<file path="src/inc/bwpb_pkg.sv">
// package for the byte-to-word port bridge: constants and carrier types
// assumes a 10 MHz system clock shared with the processor bus timing
package bwpb_pkg;
  localparam int          CLK_PERIOD_NS  = 100;
  localparam int          CS_HOLD_CYCLES = 4;
  localparam logic [2:0]  CS_CNT_INIT    = 3'h4;
  // chip select count at which a read's answer has crossed the data synchroniser
  localparam logic [2:0]  RD_CAP_CNT     = 3'h2;
  localparam logic [7:0]  BYTE_RESET     = 8'h00;
  localparam logic [15:0] MAP_BASE_DEF   = 16'h8000;
  localparam logic [15:0] MAP_MASK_DEF   = 16'hF800;

  // synchronised processor-side controls, all active low except the address
  typedef struct packed {
    logic        rd_n;
    logic        wr_n;
    logic        load_n;
    logic        regsel_n;
    logic [15:0] addr;
  } bwpb_cpu_ctl_t;

  // terminal-side control pins
  typedef struct packed {
    logic cs_n;
    logic oe_n;
    logic rd_wr_n;
    logic ctrl_n;
    logic dir_n;
  } bwpb_term_ctl_t;
endpackage : bwpb_pkg

</file>
<file path="src/core/bwpb_sync.sv">
// two-flop synchroniser for a bundle of pin inputs
// assumes inputs are asynchronous to clk_i
`timescale 1ns/1ps
`default_nettype none
module bwpb_sync #(
  parameter int WIDTH = 1
) (
  // clock and reset
  input  wire logic             clk_i,
  input  wire logic             sys_rst_i,
  // data
  input  wire logic [WIDTH-1:0] async_i,
  output logic      [WIDTH-1:0] sync_o
);
  logic [WIDTH-1:0] meta;

  // reset to all ones: every strobe in the bundle is active low, so no false edge
  always_ff @(posedge clk_i or posedge sys_rst_i) begin
    if (sys_rst_i) begin
      meta   <= '1;
      sync_o <= '1;
    end else begin
      meta   <= async_i;
      sync_o <= meta;
    end
  end
endmodule : bwpb_sync
`default_nettype wire

</file>
<file path="src/core/bwpb_bridge.sv">
// byte-to-word bridge between an 8-bit processor bus and a 16-bit terminal port
// assumes the processor strobes last several clocks; all pins are synchronised first
`timescale 1ns/1ps
`default_nettype none
// Contract
// - word read latches terminal low byte; high byte passes to processor same cycle.
// - read latch captures terminal data on the falling read strobe edge; the code captures later, at chip select count RD_CAP_CNT.
// - read latch drives the processor bus only while read low and byte select low.
// - terminal output enable stays off during the low-byte read cycle.
// - terminal output enable is read strobe OR address match, both active low; the code also ORs in the low-byte read.
// - word write takes two cycles: low byte latched, then both bytes sent.
// - latch-drive signal enables the three-state write latch outputs.
// - byte select bit zero picks low byte, one picks high byte.
// - terminal read/write-not combines latch-drive and write strobe.
// - direction is zero on writes and one on reads.
// - high-byte transceiver floats during the low-byte read cycle.
// - register select chooses terminal RAM or registers.
// - chip select starts on decode plus falling strobe, held four clock cycles.
// - write latch loads when byte select low, write low, latch-drive high.
module bwpb_bridge
  import bwpb_pkg::*;
#(
  parameter logic [15:0] MAP_BASE = MAP_BASE_DEF,
  parameter logic [15:0] MAP_MASK = MAP_MASK_DEF
) (
  // clock and reset
  input  wire logic        clk_i,
  input  wire logic        sys_rst_i,
  // processor bus
  input  wire logic        cpu_rd_n_i,
  input  wire logic        cpu_wr_n_i,
  input  wire logic        cpu_load_n_i,
  input  wire logic        cpu_regsel_n_i,
  input  wire logic [15:0] cpu_addr_i,
  input  wire logic [7:0]  cpu_data_i,
  output logic      [7:0]  cpu_data_o,
  output logic             cpu_data_oe_o,
  // terminal port
  input  wire logic [15:0] term_data_i,
  output logic      [15:0] term_data_o,
  output logic             term_lo_oe_o,
  output logic             term_hi_oe_o,
  output logic             term_cs_n_o,
  output logic             term_oe_n_o,
  output logic             term_rd_wr_n_o,
  output logic             term_ctrl_n_o,
  output logic             term_dir_n_o
);
  localparam int CTL_W = $bits(bwpb_cpu_ctl_t);

  bwpb_cpu_ctl_t cpu_raw;
  bwpb_cpu_ctl_t cpu;
  logic [CTL_W-1:0] cpu_sync;
  logic [7:0]  data_lo_s1;
  logic [7:0]  data_lo_s2;
  logic [15:0] term_s1;
  logic [15:0] term_s2;
  logic        rd_prev;
  logic        wr_prev;
  logic [7:0]  rd_latch;
  logic [7:0]  wr_latch;
  logic [2:0]  cs_cnt;
  logic        addr_hit;
  logic        rd_fall;
  logic        wr_fall;
  logic        lo_read;
  logic        hi_write;
  bwpb_term_ctl_t next_term;

  function automatic logic map_hit(input logic [15:0] a);
    map_hit = ((a & MAP_MASK) == (MAP_BASE & MAP_MASK));
  endfunction : map_hit

  assign cpu_raw = '{rd_n: cpu_rd_n_i, wr_n: cpu_wr_n_i, load_n: cpu_load_n_i,
                     regsel_n: cpu_regsel_n_i, addr: cpu_addr_i};

  bwpb_sync #(.WIDTH(CTL_W)) u_sync (
    .clk_i     (clk_i),
    .sys_rst_i (sys_rst_i),
    .async_i   (cpu_raw),
    .sync_o    (cpu_sync)
  );
  assign cpu = bwpb_cpu_ctl_t'(cpu_sync);

  // data buses also cross in; second stage feeds the latches
  always_ff @(posedge clk_i or posedge sys_rst_i) begin
    if (sys_rst_i) begin
      data_lo_s1 <= BYTE_RESET;
      data_lo_s2 <= BYTE_RESET;
      term_s1    <= {BYTE_RESET, BYTE_RESET};
      term_s2    <= {BYTE_RESET, BYTE_RESET};
    end else begin
      data_lo_s1 <= cpu_data_i;
      data_lo_s2 <= data_lo_s1;
      term_s1    <= term_data_i;
      term_s2    <= term_s1;
    end
  end

  always_ff @(posedge clk_i or posedge sys_rst_i) begin
    if (sys_rst_i) begin
      rd_prev <= 1'b1;
      wr_prev <= 1'b1;
    end else begin
      rd_prev <= cpu.rd_n;
      wr_prev <= cpu.wr_n;
    end
  end

  assign rd_fall  = rd_prev & ~cpu.rd_n;
  assign wr_fall  = wr_prev & ~cpu.wr_n;
  assign addr_hit = map_hit(cpu.addr);
  assign lo_read  = ~cpu.rd_n & ~cpu.addr[0];
  assign hi_write = ~cpu.wr_n & ~cpu.load_n;

  // read latch: low byte of the word fetched by the strobe's falling edge; taken once
  // the terminal's answer to its output enable has crossed the data synchroniser
  always_ff @(posedge clk_i or posedge sys_rst_i) begin
    if (sys_rst_i) begin
      rd_latch <= BYTE_RESET;
    end else if (~cpu.rd_n && addr_hit && cpu.addr[0] && (cs_cnt == RD_CAP_CNT)) begin
      rd_latch <= term_s2[7:0];
    end
  end

  // write latch: low byte registered each clock of a low-byte write while load_n is high
  always_ff @(posedge clk_i or posedge sys_rst_i) begin
    if (sys_rst_i) begin
      wr_latch <= BYTE_RESET;
    end else if (~cpu.addr[0] && ~cpu.wr_n && cpu.load_n) begin
      wr_latch <= data_lo_s2;
    end
  end

  // chip select counter; a strobe shorter than the count is still covered
  always_ff @(posedge clk_i or posedge sys_rst_i) begin
    if (sys_rst_i) begin
      cs_cnt <= 3'h0;
    end else if ((rd_fall || wr_fall) && addr_hit) begin
      cs_cnt <= CS_CNT_INIT;
    end else if (cs_cnt != 3'h0) begin
      cs_cnt <= cs_cnt - 3'h1;
    end
  end

  always_comb begin
    next_term.cs_n    = ~(((rd_fall || wr_fall) && addr_hit) || (cs_cnt > 3'h1));
    next_term.oe_n    = cpu.rd_n | ~addr_hit | lo_read;
    next_term.rd_wr_n = ~hi_write;
    next_term.ctrl_n  = cpu.regsel_n;
    next_term.dir_n   = ~cpu.wr_n ? 1'b0 : 1'b1;
  end

  always_ff @(posedge clk_i or posedge sys_rst_i) begin
    if (sys_rst_i) begin
      term_cs_n_o    <= 1'b1;
      term_oe_n_o    <= 1'b1;
      term_rd_wr_n_o <= 1'b1;
      term_ctrl_n_o  <= 1'b1;
      term_dir_n_o   <= 1'b1;
    end else begin
      term_cs_n_o    <= next_term.cs_n;
      term_oe_n_o    <= next_term.oe_n;
      term_rd_wr_n_o <= next_term.rd_wr_n;
      term_ctrl_n_o  <= next_term.ctrl_n;
      term_dir_n_o   <= next_term.dir_n;
    end
  end

  // data paths toward both buses
  always_ff @(posedge clk_i or posedge sys_rst_i) begin
    if (sys_rst_i) begin
      cpu_data_o    <= BYTE_RESET;
      cpu_data_oe_o <= 1'b0;
      term_data_o   <= {BYTE_RESET, BYTE_RESET};
      term_lo_oe_o  <= 1'b0;
      term_hi_oe_o  <= 1'b0;
    end else begin
      cpu_data_o    <= lo_read ? rd_latch : term_s2[15:8];
      cpu_data_oe_o <= ~cpu.rd_n & (lo_read | addr_hit);
      term_data_o   <= {data_lo_s2, wr_latch};
      term_lo_oe_o  <= hi_write;
      term_hi_oe_o  <= ~cpu.wr_n & addr_hit & cpu.addr[0];
    end
  end

  chk_oe_lowread: assert property (@(posedge clk_i) disable iff (sys_rst_i)
    lo_read |=> term_oe_n_o) else $error("terminal enabled in low read");
  chk_oe_or: assert property (@(posedge clk_i) disable iff (sys_rst_i)
    (~cpu.rd_n & addr_hit & cpu.addr[0]) |=> !term_oe_n_o)
    else $error("output enable missing on read");
  chk_cs_hold: assert property (@(posedge clk_i) disable iff (sys_rst_i)
    ((rd_fall || wr_fall) && addr_hit) |=> !term_cs_n_o [*4])
    else $error("chip select too short");
  chk_rdwr_combo: assert property (@(posedge clk_i) disable iff (sys_rst_i)
    (cpu.load_n | cpu.wr_n) |=> term_rd_wr_n_o)
    else $error("write signalled outside high cycle");
  chk_load_drive: assert property (@(posedge clk_i) disable iff (sys_rst_i)
    term_lo_oe_o |-> !$past(cpu.load_n)) else $error("latch driven without load");
  chk_dir_write: assert property (@(posedge clk_i) disable iff (sys_rst_i)
    ~cpu.wr_n |=> !term_dir_n_o) else $error("direction wrong on write");
  chk_lo_mux: assert property (@(posedge clk_i) disable iff (sys_rst_i)
    lo_read |=> (cpu_data_o == $past(rd_latch))) else $error("low byte not from latch");
  chk_ctrl_pass: assert property (@(posedge clk_i) disable iff (sys_rst_i)
    1'b1 |=> (term_ctrl_n_o == $past(cpu.regsel_n))) else $error("select not passed");
endmodule : bwpb_bridge
`default_nettype wire

</file>
<file path="config.mk">
export PLATFORM = sky130hd
export DESIGN_NAME = bwpb_bridge
export DESIGN_NICKNAME = d
export VERILOG_FILES = /design/src/inc/bwpb_pkg.sv /design/src/core/bwpb_sync.sv /design/src/core/bwpb_bridge.sv
export SDC_FILE = /design/constraint.sdc
export NUM_CORES = 1
export LEC_CHECK = 0
export BUFFER_PORTS_ARGS = -buffer_cell sky130_fd_sc_hd__buf_2
export CAP_MARGIN = 20
export CORE_MARGIN = 10
export CORE_UTILIZATION = 50
export DETAILED_ROUTE_END_ITERATION = 16
export GPL_TIMING_DRIVEN = 0
export PLACE_DENSITY = 0.85
export SKIP_CTS_REPAIR_TIMING = 1
export SYNTH_ARGS = -nofsm -noshare
export SYNTH_HDL_FRONTEND = slang
export SYNTH_SLANG_ARGS = --single-unit
export TNS_END_PERCENT = 10
</file>
<file path="constraint.sdc">
create_clock -name clk_i -period 7.3 [get_ports clk_i]
set_input_delay 0.73 -clock clk_i [delete_from_list [all_inputs] [get_ports clk_i]]
set_output_delay 0.73 -clock clk_i [all_outputs]
set_load 0.005 [all_outputs]
</file>
==> summary.txt <==
Placed design
  – Number of port buffers: 67
  – RePlAce Congestion: approximately 0.73
  – Estimated wirelength of the detail-placed design: roughly 3800 um
  – Cell count after placement: 340

Timing
  – Final Cycle Share: 0.254
  – Final setup viols: 0
  – Max frequency: between 500 and 600 MHz
  – Min Tclk post-route: around 1.9 ns
  – RSZ-0062 raised after global routing: no
  – Hold violation count in the final report: 0
  – Setup Skew: 0.00632 ns
  – Rel. slew slack: 0.517
  – Slew Limit Fails: 0
  – Setup TNS: 0 ns
  – Worst Tran Pin Value: ~0.72 ns

Synth
  – Synth top area cells: dfrtp_1 66%, dfstp_2 19%, mux2_2 7.6%
  – Synth top area share: 0.659
  – Seq/Total Area, Yosys: 0.851
  – Dominant synthesized flop cell: dfrtp_1
  – FFs w/ async S/R, synth: 1.00
  – Synth Instances: around 180
  – Post-synthesis instance area: 0.00357 mm^2
  – Netlist cell types: 23
  – Post-synthesis cell type with the largest combined area: dfrtp_1
  – Post-synth EDFFs: 0
  – Synth Register Bits: 120
  – Syn nets: about 230
  – Syn avg cell area: around 20 um^2
  – Synthesis Warnings: 0

Clocking
  – Clk sinks: 120
  – Total CTS buffers: 17
  – CTS tree: yes
  – Worst-skew pair later-pin latency: ~0.50 ns
  – Clock buffer depth: 2
  – CTS H-tree lvls: 4
  – Clock transition at the registers of the reported paths: 0.05 ns
  – Root buffer cell: clkbuf_8

Critical path
  – Critical Path Fanout Max: 2
  – Critical Path Slowest Stage Cell: dfstp_2
  – Flop2flop setup slack: between 5 and 6 ns
  – Critical R2R Launch: u_sync.sync_o[17]
  – Worst-path cell chain: buf_2
  – CP top delay family: flip-flops
  – CP Capture Type: primary output
  – Startpoint types: register
  – WS Path Type: register to primary output
  – FF-to-FF End: wr_latch[5]
  – Worst stage delay on the critical path: about 0.53 ns
  – Worst Path Buf+Inv: 1
  – Worst path arrival time: approximately 1.1 ns
  – Req. time, crit path: approximately 6.6 ns
  – R2R depth: 2

Layout
  – Share of layout cells above drive strength 1: 0.569
  – Nets: around 310
  – Ant diodes: 0
  – Final Non-Filler Cells: approximately 370
  – Synthesis-to-finish area growth: 30.0%

Drt
  – Initial DRC Count: between 50 and 60
  – Drt wl/cell: about 16 um
  – Antenna-violating nets left: 0
  – Number of vias per cell: between 4 and 5
  – TritonRoute pass-1 iters: 4
  – Vias: around 1,700
  – DRC viols: 0
  – WL final: between 5000 and 6000 um

Die
  – Die height: about 100 um
  – Floorplan Core Area: 0.00687 mm^2
  – Initial Utilization: 0.519
  – Die span in x: approximately 100 um
  – Die area: 0.0109 mm^2
  – Io pins: 78
  – Row cnt: 30

Power and ir drop
  – PwrDens: roughly 360 mW/mm^2
  – Pleak: 2.22 nW
  – VDD IR max: 213 uV

Global route
  – Initial antenna violation count: 0
  – GRT Total Usage: 0.114
  – Largest net degree at the start of global routing: 69
  – First-pass GRT wire length: about 9500 um
  – Vias in the first global route: 1,952
  – GRT Residual Overflow: 0

Hold path
  – Hold Path Class: primary input to asynchronous set/reset pin

Outcome
  – Outcome: complete, no violations

Job
  – Max-cap viol count: 0
through the flow:
stage | area [um^2] | power [mW] | utilization | hold slack [ns] | setup slack (ns)
2_1_floorplan | 3570 | 0.837 | - | 0.331 | 3.43
3_3_place_gp | 4020 | 0.876 | 0.586 | 0.332 | 2.43
3_5_place_dp | 4050 | 0.889 | 0.590 | 0.335 | 5.64
4_1_cts | 4640 | 1.70 | 0.676 | 0.305 | 5.41
5_1_grt | 4640 | 1.74 | 0.676 | 0.304 | 5.39
6_report | 4640 | 1.67 | 0.676 | 0.325 | 5.44
metal layers:
layer  share of wire  vias up  GRT usage  routed length, um
met5               0        -          0                  0
met3           0.058       11     0.0508                336
met2            0.54       55      0.197               3150
met1            0.38      847      0.112               2190
met4           0.020        0     0.0557                118
li1                -      763          -                  -
synth_stat cells, drive strengths merged (2+ instances only):
library cell,n
a21oi,2
dfrtp,94
dfstp,26
ha,4
inv,4
mux2,24
nand2,2
nor2,5
nor2b,2
nor3b,3
cell type report:
type                       instances  area [um^2]
clock buffer                      19          442
clock inverter                    13          145
fill                             469         2230
inverter                           4         17.5
multi-input combinational         52          518
sequential                       120         3040
tap                               96          120
timing repair buffer              68          363
worst max-delay path by stage:
stage / from / to / slack, ns / cells past startpoint
6_report: term_dir_n_o / term_dir_n_o / 5.44 / 1
5_1_grt: term_dir_n_o / term_dir_n_o / 5.39 / 1
4_1_cts: term_dir_n_o / term_dir_n_o / 5.41 / 1
3_5_place_dp: sys_rst_i / term_rd_wr_n_o / 5.64 / 3
3_3_place_gp: sys_rst_i / cpu_data_oe_o / 2.43 / 2
2_1_floorplan: sys_rst_i / cpu_data_o[0] / 3.43 / 1
state kept, by name (all words and copies together), names as in the netlist:
name	count
data_lo_s1	8
term_data_o	16
rd_latch	8
cpu_data_oe_o	1
term_lo_oe_o	1
cs_cnt	3
wr_latch	8
term_s2	16
term_rd_wr_n_o	1
term_hi_oe_o	1
term_s1	16
cpu_data_o	8
u_sync.sync_o	10
term_cs_n_o	1
term_ctrl_n_o	1
term_dir_n_o	1
rd_prev	1
term_oe_n_o	1
u_sync.meta	10
data_lo_s2	8
cell families after synthesis:
family	count (synthesis)	share of synthesized area
buffers and inverters	4	0.00421
AOI/OAI and AO/OA	5	0.0102
muxes	24	0.0757
DFF	120	0.851
xor gates and xnor gates	1	0.00245
adders and majority gates	4	0.0140
and+or+nand+nor	18	0.0428
placed cells by master, fill, tap and decap left out, types with 2 or more instances in the layout:
| cell | instances |
|---|---|
| dfrtp_1 | 94 |
| buf_2 | 67 |
| dfstp_2 | 26 |
| mux2_2 | 24 |
| clkbuf_16 | 16 |
| clkinvlp_4 | 6 |
| nor2_1 | 4 |
| ha_1 | 4 |
| inv_1 | 3 |
| clkbuf_8 | 3 |
| nor2b_1 | 2 |
| a21oi_1 | 2 |
| nand2_1 | 2 |
| inv_6 | 2 |
| clkinv_4 | 2 |
| bufinv_16 | 2 |
where the power goes:
group          switching, mW  total (mW)  internal, mW
Clock                  0.292       0.797         0.505
Combinational         0.0602       0.120        0.0601
Sequential            0.0261       0.757         0.731
Total                  0.378        1.67          1.30
Note: power is estimated with default switching activity, not from simulation.
